File: config.mk
export PLATFORM = sky130hd
export DESIGN_NAME = segment_lcd_driver
export DESIGN_NICKNAME = d
export VERILOG_FILES = /design/src/lcd_pkg.sv /design/src/lcd_scan_if.sv /design/src/dot_memory.sv /design/src/frame_timer.sv /design/src/segment_lcd_driver.sv
export VERILOG_INCLUDE_DIRS = /design/src /design/src/src
export SDC_FILE = /design/constraint.sdc
export NUM_CORES = 2
export LEC_CHECK = 0
export BUFFER_PORTS_ARGS = -buffer_cell sky130_fd_sc_hd__buf_2
export CORE_UTILIZATION = 45
export CTS_BUF_LIST = sky130_fd_sc_hd__clkbuf_2 sky130_fd_sc_hd__clkbuf_4 sky130_fd_sc_hd__clkbuf_8
export DETAILED_ROUTE_END_ITERATION = 8
export PLACE_DENSITY = 0.58
export SETUP_SLACK_MARGIN = 0.05
export SLEW_MARGIN = 25
export SYNTH_ARGS = -nofsm -noshare
export SYNTH_HDL_FRONTEND = slang
export SYNTH_SLANG_ARGS = --single-unit
File: constraint.sdc
create_clock -name clock -period 4.4 [get_ports clock]
set_input_delay 0.88 -clock clock [delete_from_list [all_inputs] [get_ports clock]]
set_output_delay 0.88 -clock clock [all_outputs]
set_load 0.02 [all_outputs]
File: src/lcd_cfg.svh
`ifndef LCD_CFG_SVH
`define LCD_CFG_SVH

// ----------------------------------------
// panel geometry
// ----------------------------------------
`define LCD_NUM_SEG        56
`define LCD_NUM_COM        32
`define LCD_DOTS           1792
`define LCD_BIAS_DEN       5
`define LCD_SEG_BYTES      7
`define LCD_COM_W          5

// ----------------------------------------
// register map
// ----------------------------------------
`define LCD_MEM_PAGE       8'h20
`define LCD_REG_CTRL       16'h0010
`define LCD_REG_TRIM       16'h0011
`define LCD_REG_STATUS     16'h0012
`define LCD_CTRL_ON_BIT    6
`define LCD_TRIM_RESET     4'hA
`define LCD_STAT_PUMP_BIT  0
`define LCD_STAT_PHASE_BIT 1
`define LCD_STAT_ACT_BIT   2
`define LCD_STAT_COM_LSB   3

// ----------------------------------------
// frame timing, in sub-oscillator edges
// ----------------------------------------
`define LCD_SUB_OSCILLATOR_FREQ_HZ 32768
`define LCD_FRAME_ALTERNATION_FREQ_MIN_HZ    16
`define LCD_SLOT_EDGES     (`LCD_SUB_OSCILLATOR_FREQ_HZ / (`LCD_FRAME_ALTERNATION_FREQ_MIN_HZ * `LCD_NUM_COM))
`define LCD_SLOT_W         7

// ----------------------------------------
// drive levels, vk = vlcd * (5 - k) / 5
// ----------------------------------------
`define LCD_V0             3'h0
`define LCD_V1             3'h1
`define LCD_V2             3'h2
`define LCD_V3             3'h3
`define LCD_V4             3'h4
`define LCD_V5             3'h5

`endif

File: src/lcd_pkg.sv
`default_nettype none

package lcd_pkg;

   typedef logic [2:0] level_t;

   typedef enum logic [1:0] {
      FRAME_ALTERNATION_FREQ_16HZ  = 2'b00,
      FRAME_ALTERNATION_FREQ_32HZ  = 2'b01,
      FRAME_ALTERNATION_FREQ_64HZ  = 2'b10,
      FRAME_ALTERNATION_FREQ_128HZ = 2'b11
   } frame_alternation_freq_sel_t;

   typedef enum logic {
      SCAN_IDLE = 1'b0,
      SCAN_RUN  = 1'b1
   } scan_state_t;

endpackage

`default_nettype wire

File: src/lcd_scan_if.sv
`timescale 1ns/1ps
`default_nettype none
`include "lcd_cfg.svh"

interface lcd_scan_if;
   logic                    com_tick;
   logic [`LCD_COM_W-1:0]   com_index;
   logic                    frame_phase;

   modport timer (output com_tick, output com_index, output frame_phase);
   modport core  (input com_tick, input com_index, input frame_phase);
endinterface

`default_nettype wire

File: src/dot_memory.sv
`timescale 1ns/1ps
`default_nettype none
`include "lcd_cfg.svh"

module dot_memory (
   input  wire logic                      clock,
   input  wire logic                      srst,
   input  wire logic                      wr,
   input  wire logic [7:0]                addr,
   input  wire logic [7:0]                wdata,
   output logic      [7:0]                rd_data,
   input  wire logic [`LCD_COM_W-1:0]     row_sel,
   output logic      [`LCD_NUM_SEG-1:0]   row_segs
);

   // ----------------------------------------
   // 32 rows of 8 bytes
   // ----------------------------------------
   logic [7:0] mem [0:255];

   // cleared on reset so a freshly enabled panel shows blank, not garbage
   always_ff @(posedge clock) begin
      if (srst) begin
         for (int i = 0; i < 256; i++) begin
            mem[i] <= 8'h00;
         end
      end else if (wr) begin
         mem[addr] <= wdata;
      end
   end

   assign rd_data = mem[addr];

   // byte 7 of each row is storage only, never scanned
   always_comb begin
      row_segs = '0;
      for (int b = 0; b < `LCD_SEG_BYTES; b++) begin
         row_segs[b*8 +: 8] = mem[{row_sel, 3'(b)}];
      end
   end

endmodule // dot_memory

`default_nettype wire

File: src/frame_timer.sv
`timescale 1ns/1ps
`default_nettype none
`include "lcd_cfg.svh"

module frame_timer
   import lcd_pkg::*;
#(
   parameter frame_alternation_freq_sel_t FREQ_OPTION = FRAME_ALTERNATION_FREQ_16HZ
) (
   input  wire logic   clock,
   input  wire logic   srst,
   input  wire logic   sub_osc_in,
   input  wire logic   enable,
   lcd_scan_if.timer   scan
);

   localparam logic [`LCD_SLOT_W-1:0] SLOT_LAST =
      `LCD_SLOT_W'((`LCD_SLOT_EDGES >> FREQ_OPTION) - 1);

   scan_state_t           state_reg,  state_next;
   logic                  osc_prev_reg, osc_prev_next;
   logic [`LCD_SLOT_W-1:0] slot_reg,  slot_next;
   logic [`LCD_COM_W-1:0] com_reg,    com_next;
   logic                  phase_reg,  phase_next;
   logic                  tick_reg,   tick_next;
   logic                  osc_rise;

   // ----------------------------------------
   // sub-oscillator divide chain
   // ----------------------------------------
   always_comb begin
      osc_prev_next = sub_osc_in;
      osc_rise      = sub_osc_in & ~osc_prev_reg;
      state_next    = state_reg;
      slot_next     = slot_reg;
      com_next      = com_reg;
      phase_next    = phase_reg;
      tick_next     = 1'b0;
      case (state_reg)
         SCAN_IDLE: begin
            slot_next  = '0;
            com_next   = '0;
            phase_next = 1'b0;
            if (enable) begin
               state_next = SCAN_RUN;
            end
         end
         SCAN_RUN: begin
            if (!enable) begin
               state_next = SCAN_IDLE;
            end else if (osc_rise) begin
               if (slot_reg == SLOT_LAST) begin
                  slot_next = '0;
                  tick_next = 1'b1;
                  com_next  = com_reg + 1'b1;
                  // polarity flips once per full scan of the commons
                  if (com_reg == `LCD_COM_W'(`LCD_NUM_COM - 1)) begin
                     phase_next = ~phase_reg;
                  end
               end else begin
                  slot_next = slot_reg + 1'b1;
               end
            end
         end
         default: state_next = SCAN_IDLE;
      endcase
   end

   always_ff @(posedge clock) begin
      if (srst) begin
         state_reg    <= SCAN_IDLE;
         osc_prev_reg <= 1'b0;
         slot_reg     <= '0;
         com_reg      <= '0;
         phase_reg    <= 1'b0;
         tick_reg     <= 1'b0;
      end else begin
         state_reg    <= state_next;
         osc_prev_reg <= osc_prev_next;
         slot_reg     <= slot_next;
         com_reg      <= com_next;
         phase_reg    <= phase_next;
         tick_reg     <= tick_next;
      end
   end

   assign scan.com_tick    = tick_reg;
   assign scan.com_index   = com_reg;
   assign scan.frame_phase = phase_reg;

endmodule // frame_timer

`default_nettype wire

File: src/segment_lcd_driver.sv
// Our own choices: the placing of the registers and strobed register access.
`timescale 1ns/1ps
`default_nettype none
`include "lcd_cfg.svh"

module segment_lcd_driver
   import lcd_pkg::*;
#(
   parameter logic      PUMP_OPTION = 1'b1,
   parameter frame_alternation_freq_sel_t FREQ_OPTION = FRAME_ALTERNATION_FREQ_16HZ
) (
   input  wire logic                          clock,
   input  wire logic                          srst,
   input  wire logic                          sub_osc_in,
   input  wire logic [15:0]                   addr,
   input  wire logic [7:0]                    wdata,
   input  wire logic                          wr,
   input  wire logic                          rd,
   output logic      [7:0]                    rdata,
   output logic                               pump_run,
   output logic      [3:0]                    regulator_trim,
   output level_t    [`LCD_NUM_COM-1:0]       com_level,
   output level_t    [`LCD_NUM_SEG-1:0]       seg_level
);

   // ----------------------------------------
   // declarations
   // ----------------------------------------
   logic                         display_on_reg,  display_on_next;
   logic [3:0]                   trim_reg,        trim_next;
   logic                         pump_reg,        pump_next;
   logic [7:0]                   rdata_reg,       rdata_next;
   level_t [`LCD_NUM_COM-1:0]    com_reg,         com_next;
   level_t [`LCD_NUM_SEG-1:0]    seg_reg,         seg_next;

   logic                         sel_ctrl;
   logic                         sel_trim;
   logic                         sel_status;
   logic                         sel_mem;
   logic                         mem_wr;
   logic [7:0]                   mem_rd_data;
   logic [`LCD_NUM_SEG-1:0]      row_segs;
   logic [7:0]                   status_byte;

   lcd_scan_if scan ();

   // ----------------------------------------
   // sub-blocks
   // ----------------------------------------
   frame_timer #(
      .FREQ_OPTION (FREQ_OPTION)
   ) u_frame_timer (
      .clock      (clock),
      .srst       (srst),
      .sub_osc_in (sub_osc_in),
      .enable     (display_on_reg),
      .scan       (scan)
   );

   dot_memory u_dot_memory (
      .clock    (clock),
      .srst     (srst),
      .wr       (mem_wr),
      .addr     (addr[7:0]),
      .wdata    (wdata),
      .rd_data  (mem_rd_data),
      .row_sel  (scan.com_index),
      .row_segs (row_segs)
   );

   // ----------------------------------------
   // address decode
   // ----------------------------------------
   always_comb begin
      sel_ctrl   = 1'b0;
      sel_trim   = 1'b0;
      sel_status = 1'b0;
      sel_mem    = 1'b0;
      if (addr[15:8] == `LCD_MEM_PAGE) begin
         sel_mem = 1'b1;
      end else if (addr == `LCD_REG_CTRL) begin
         sel_ctrl = 1'b1;
      end else if (addr == `LCD_REG_TRIM) begin
         sel_trim = 1'b1;
      end else if (addr == `LCD_REG_STATUS) begin
         sel_status = 1'b1;
      end
   end

   assign mem_wr = wr & sel_mem;

   // ----------------------------------------
   // control registers
   // ----------------------------------------
   always_comb begin
      display_on_next = display_on_reg;
      trim_next       = trim_reg;
      if (wr && sel_ctrl) begin
         display_on_next = wdata[`LCD_CTRL_ON_BIT];
      end
      if (wr && sel_trim) begin
         // analog side: larger code, lower regulator voltage, less contrast
         trim_next = wdata[3:0];
      end
   end

   // pump only exists when built in; the on bit can never conjure it
   always_comb begin
      pump_next = PUMP_OPTION & display_on_reg;
   end

   always_ff @(posedge clock) begin
      if (srst) begin
         display_on_reg <= 1'b0;
         trim_reg       <= `LCD_TRIM_RESET;
         pump_reg       <= 1'b0;
      end else begin
         display_on_reg <= display_on_next;
         trim_reg       <= trim_next;
         pump_reg       <= pump_next;
      end
   end

   // ----------------------------------------
   // read path
   // ----------------------------------------
   always_comb begin
      status_byte                      = 8'h00;
      status_byte[`LCD_STAT_PUMP_BIT]  = pump_reg;
      status_byte[`LCD_STAT_PHASE_BIT] = scan.frame_phase;
      status_byte[`LCD_STAT_ACT_BIT]   = display_on_reg;
      status_byte[`LCD_STAT_COM_LSB +: `LCD_COM_W] = scan.com_index;
   end

   always_comb begin
      rdata_next = 8'h00;
      if (rd) begin
         if (sel_mem) begin
            rdata_next = mem_rd_data;
         end else if (sel_ctrl) begin
            rdata_next[`LCD_CTRL_ON_BIT] = display_on_reg;
         end else if (sel_trim) begin
            rdata_next = {4'h0, trim_reg};
         end else if (sel_status) begin
            rdata_next = status_byte;
         end
      end
   end

   always_ff @(posedge clock) begin
      if (srst) begin
         rdata_reg <= 8'h00;
      end else begin
         rdata_reg <= rdata_next;
      end
   end

   // ----------------------------------------
   // common waveforms
   // ----------------------------------------
   // display off parks every line at v5 so no dc sits across the glass
   always_comb begin
      for (int c = 0; c < `LCD_NUM_COM; c++) begin
         if (!display_on_reg) begin
            com_next[c] = `LCD_V5;
         end else if (scan.com_index == `LCD_COM_W'(c)) begin
            com_next[c] = scan.frame_phase ? `LCD_V5 : `LCD_V0;
         end else begin
            com_next[c] = scan.frame_phase ? `LCD_V1 : `LCD_V4;
         end
      end
   end

   // ----------------------------------------
   // segment waveforms
   // ----------------------------------------
   // row data is read live, so a memory write shows within two cycles
   always_comb begin
      for (int s = 0; s < `LCD_NUM_SEG; s++) begin
         if (!display_on_reg) begin
            seg_next[s] = `LCD_V5;
         end else if (row_segs[s]) begin
            seg_next[s] = scan.frame_phase ? `LCD_V0 : `LCD_V5;
         end else begin
            seg_next[s] = scan.frame_phase ? `LCD_V2 : `LCD_V3;
         end
      end
   end

   always_ff @(posedge clock) begin
      if (srst) begin
         for (int c = 0; c < `LCD_NUM_COM; c++) begin
            com_reg[c] <= `LCD_V5;
         end
         for (int s = 0; s < `LCD_NUM_SEG; s++) begin
            seg_reg[s] <= `LCD_V5;
         end
      end else begin
         com_reg <= com_next;
         seg_reg <= seg_next;
      end
   end

   // ----------------------------------------
   // outputs
   // ----------------------------------------
   assign rdata          = rdata_reg;
   assign pump_run       = pump_reg;
   assign regulator_trim = trim_reg;
   assign com_level      = com_reg;
   assign seg_level      = seg_reg;

endmodule // segment_lcd_driver

`default_nettype wire

==> results.md <==
* CTS HTree Levels at 5
* Cell variety after synth at 80
* Num rows at ~190
* Top_reg_cell synth: edfxtp_1
* Clock sinks at between 2000 and 2500
* Pins Over Slew Limit at 0
* P_sw at about 13 mW
* HP Class: primary input to flip-flop
* Io pins at 306
* Worst-margin pin slew at about 1.2 ns
* XOR/XNOR Fraction of Synth Area at 0.00311
* Post-DR wirelength/cell at between 40 and 50 um
* Root Driver: clkbuf_8
* Logic pwr share at 0.096
* Clock share of power at 0.393
* Die area at about 0.26 sq mm
* Arr. time, crit path at ~4.6 ns
* Max Root-Sink Buffers at 4
* Max FO, Critical Path at 31
* Max-slew headroom at 0.171
* PwrDens at between 300 and 400 mW/mm^2
* Synth-to-layout area growth at 11.9%
* Synth Instances at between 8000 and 9000
* Post-Synth Adder-Cell Area at 0.000758
* Dpl cell area at between 0.1 and 0.15 sq mm
* Worst IR Drop VDD at approximately 0.3 mV
* Data required, critical path at roughly 5.3 ns
* Skew final at approximately 0.1 ns
* 1st-iter DRT viols at 14000
* Compound-Gate Fraction of Synth Area at 0.0403
* Most flops, register: u_dot_memory.mem
* Run status: finished clean
* Min Clock Period, post-route at 3.69 ns
* I/O Buffers at between 200 and 300
* # DRC at 0
* Yosys warns at 0
* Multiplexer area fraction after synthesis at 0.212
* GR Util met1 at 0.508
* Total grt overflow at 0
* Worst Hold Endpoint: regulator_trim[2]
* Drt first pass iters at 6
* Hold depth at 3
* Critical path class: primary input to flip-flop
* Sequential power share at 0.510
* Max_cap viols at 0
* Gpl congestion at between 1 and 1.5
* Gr busiest metal: met2
* Initial antenna violation count at between 60 and 70
* CTS tree: yes
* Reg clk slew, reported paths at about 0.06 ns
* Global Route met3 Usage at 0.103
* Most frequent cell after synthesis: edfxtp_1
* Async set-or-reset flop fraction in the synthesized netlist at 0
* Sw frac at 0.268
* Starting Density at 0.454
* Setup crit start kind: primary input
* Vias post-DR at between 80000 and 90000
* Sequential share of the synthesized area at 0.563
* HPWL after DPL at 376 mm
* Die height at between 500 and 600 um
* Area leader, netlist: edfxtp_1
* Leak at approximately 46 nW
* Die W at a little over 500 um
* Vias per std cell at around 6.8
* Hold WS at roughly 0.18 ns
* Top-area cell type share of the netlist area at 0.532
* Post-synth design cell area at ~0.12 sq mm
* Largest net degree at the start of global routing at just under 100
* Clk Latency, worst-skew pair at 1.13 ns
* Worst Min Path Start: wr
* Final WL at ~510 mm
* Largest family of logic cells by synthesized area: multiplexers
* Final setup violating endpoints at 0
* Final core occ at 0.508
* Worst r2r path cells at 7
* Reg2reg setup slack at approximately 0.85 ns
* Final Hold Viols at 0
* Synth cell count leaders: edfxtp_1 (2048), mux4_2 (936), and2_1 (933), and3_1 (721), nor2_1 (650)
* Layout Nets at ~8400
* Final antenna-violating net count at 0
* FF+latch count, synth at ~2200
* Gr usage total at 0.391
* Synth area leaders: edfxtp_1 (53%), mux4_2 (18%), and2_1 (5.0%)
* Met2 usage at 0.588
* Largest register FFs at between 2000 and 2500
* Crit. End Element: flip-flop
* Post-route cell area at approximately 0.13 sq mm
* Core footprint at around 0.25 sq mm
* FMAX at 271 MHz
* Synth Area in Simple Gates at 0.140
* Syn avg cell area at ~14 sq um
* Global-route wire length before repair at roughly 700 mm
* Int Pwr at 35.6 mW
* Cts bufs inserted at 400
* Vias in the first global route at around 77000
* RSZ-0062 raised after global routing: false
* Reg2reg end: seg_level[116]
* Share of cells above drive strength 1 at 0.299
* Post-synth EDFFs at between 2000 and 2500
* Final period util at 0.838
-- layout by cell type, fill, tap and decap left out, types with 14 or more instances in the layout --
cell type,count
edfxtp_1,2048
mux4_2,936
and2_1,931
and3_1,721
nor2_1,639
buf_4,435
clkbuf_8,417
mux2i_1,292
buf_2,259
nand2_1,247
dfxtp_1,172
a21o_1,141
or2_2,121
clkinv_1,117
clkbuf_4,99
nor2b_1,87
o22ai_1,77
buf_12,77
a21oi_1,59
a211oi_2,56
o21ai_0,53
mux2_2,43
a221oi_1,43
clkinv_2,43
nand3_1,42
a22oi_1,35
conb_1,32
nand4_1,25
diode_2,23
xor2_1,23
a31oi_1,23
a211oi_1,19
xnor2_1,18
a22o_1,18
nor2_4,17
nor3_1,15
o221ai_1,15
nand2b_1,14
-- per-stage QoR --
stage               TNS [ns]  instances  worst slack [ns]  total power, mW
floorplan                  0       8084              1.25             27.1
global placement      -0.331      11300            -0.300             29.7
detailed placement    -0.380      11300            -0.266             29.7
CTS                        0      12000             0.880             48.5
global route               0      12000             0.820             49.5
finish                     0      12000             0.711             48.7
-- routing by layer --
metal	vias to the layer above	share of wire
li1	31500	-
met4	44	0.074
met3	1315	0.12
met2	6508	0.44
met5	-	0.00083
met1	42700	0.36
-- worst max-delay path, stage by stage --
cell and delay, ns:
buf_8 0.25, buf_12 0.30, buf_4 0.39, mux2i_1 0.31, o22ai_1 0.17, or4_1 0.66
a21oi_1 0.19, a31oi_1 0.26, nor4_1 0.78, buf_4 0.24, o221ai_1 0.11
-- worst max path at each step --
stage              from                 endpoint  cells after the start
3_5_place_dp    addr[1]                 rdata[1]                     11
4_1_cts         addr[1]                 rdata[1]                     11
5_1_grt         addr[1]                 rdata[0]                     11
2_1_floorplan  addr[10]  u_dot_memory.mem[67][0]                      9
6_report        addr[1]                 rdata[0]                     11
3_3_place_gp    addr[1]                 rdata[1]                     11
-- cells by family (layout without fill, tap and decap cells) --
group | count (synthesis) | count (layout)
AOI/OAI and AO/OA | 614 | 614
xor gates and xnor gates | 41 | 41
adders and majority gates | 7 | 7
buffers and inverters | 951 | 1488
DFF | 2227 | 2227
muxes | 1272 | 1272
other | 1 | 55
and+or+nand+nor | 2940 | 2940
-- cell type report --
cell class	instances	area (sq um)
antenna	23	57.6
clock buffer	514	6450
clock inverter	180	1000
fill	21700	125000
inverter	9	33.8
multi-input combinational	4906	46100
sequential	2227	65100
tap	3366	4210
timing repair buffer	785	6280
-- what timing repair did --
item,4_1_cts,5_1_grt
gates resized for setup,0,0
setup buffers,0,0
hold buffers,2,0
hold endpoints to repair,1,0
-- power groups by stage --
stage	Combinational, mW	Clock [mW]	Sequential (mW)
floorplan	2.44	0	24.7
global placement	4.50	0	25.2
detailed placement	4.51	0	25.2
CTS	4.53	19.2	24.8
global route	4.66	20.0	24.9
finish	4.69	19.1	24.8
No activity file was read; power rests on OpenSTA's default activity.
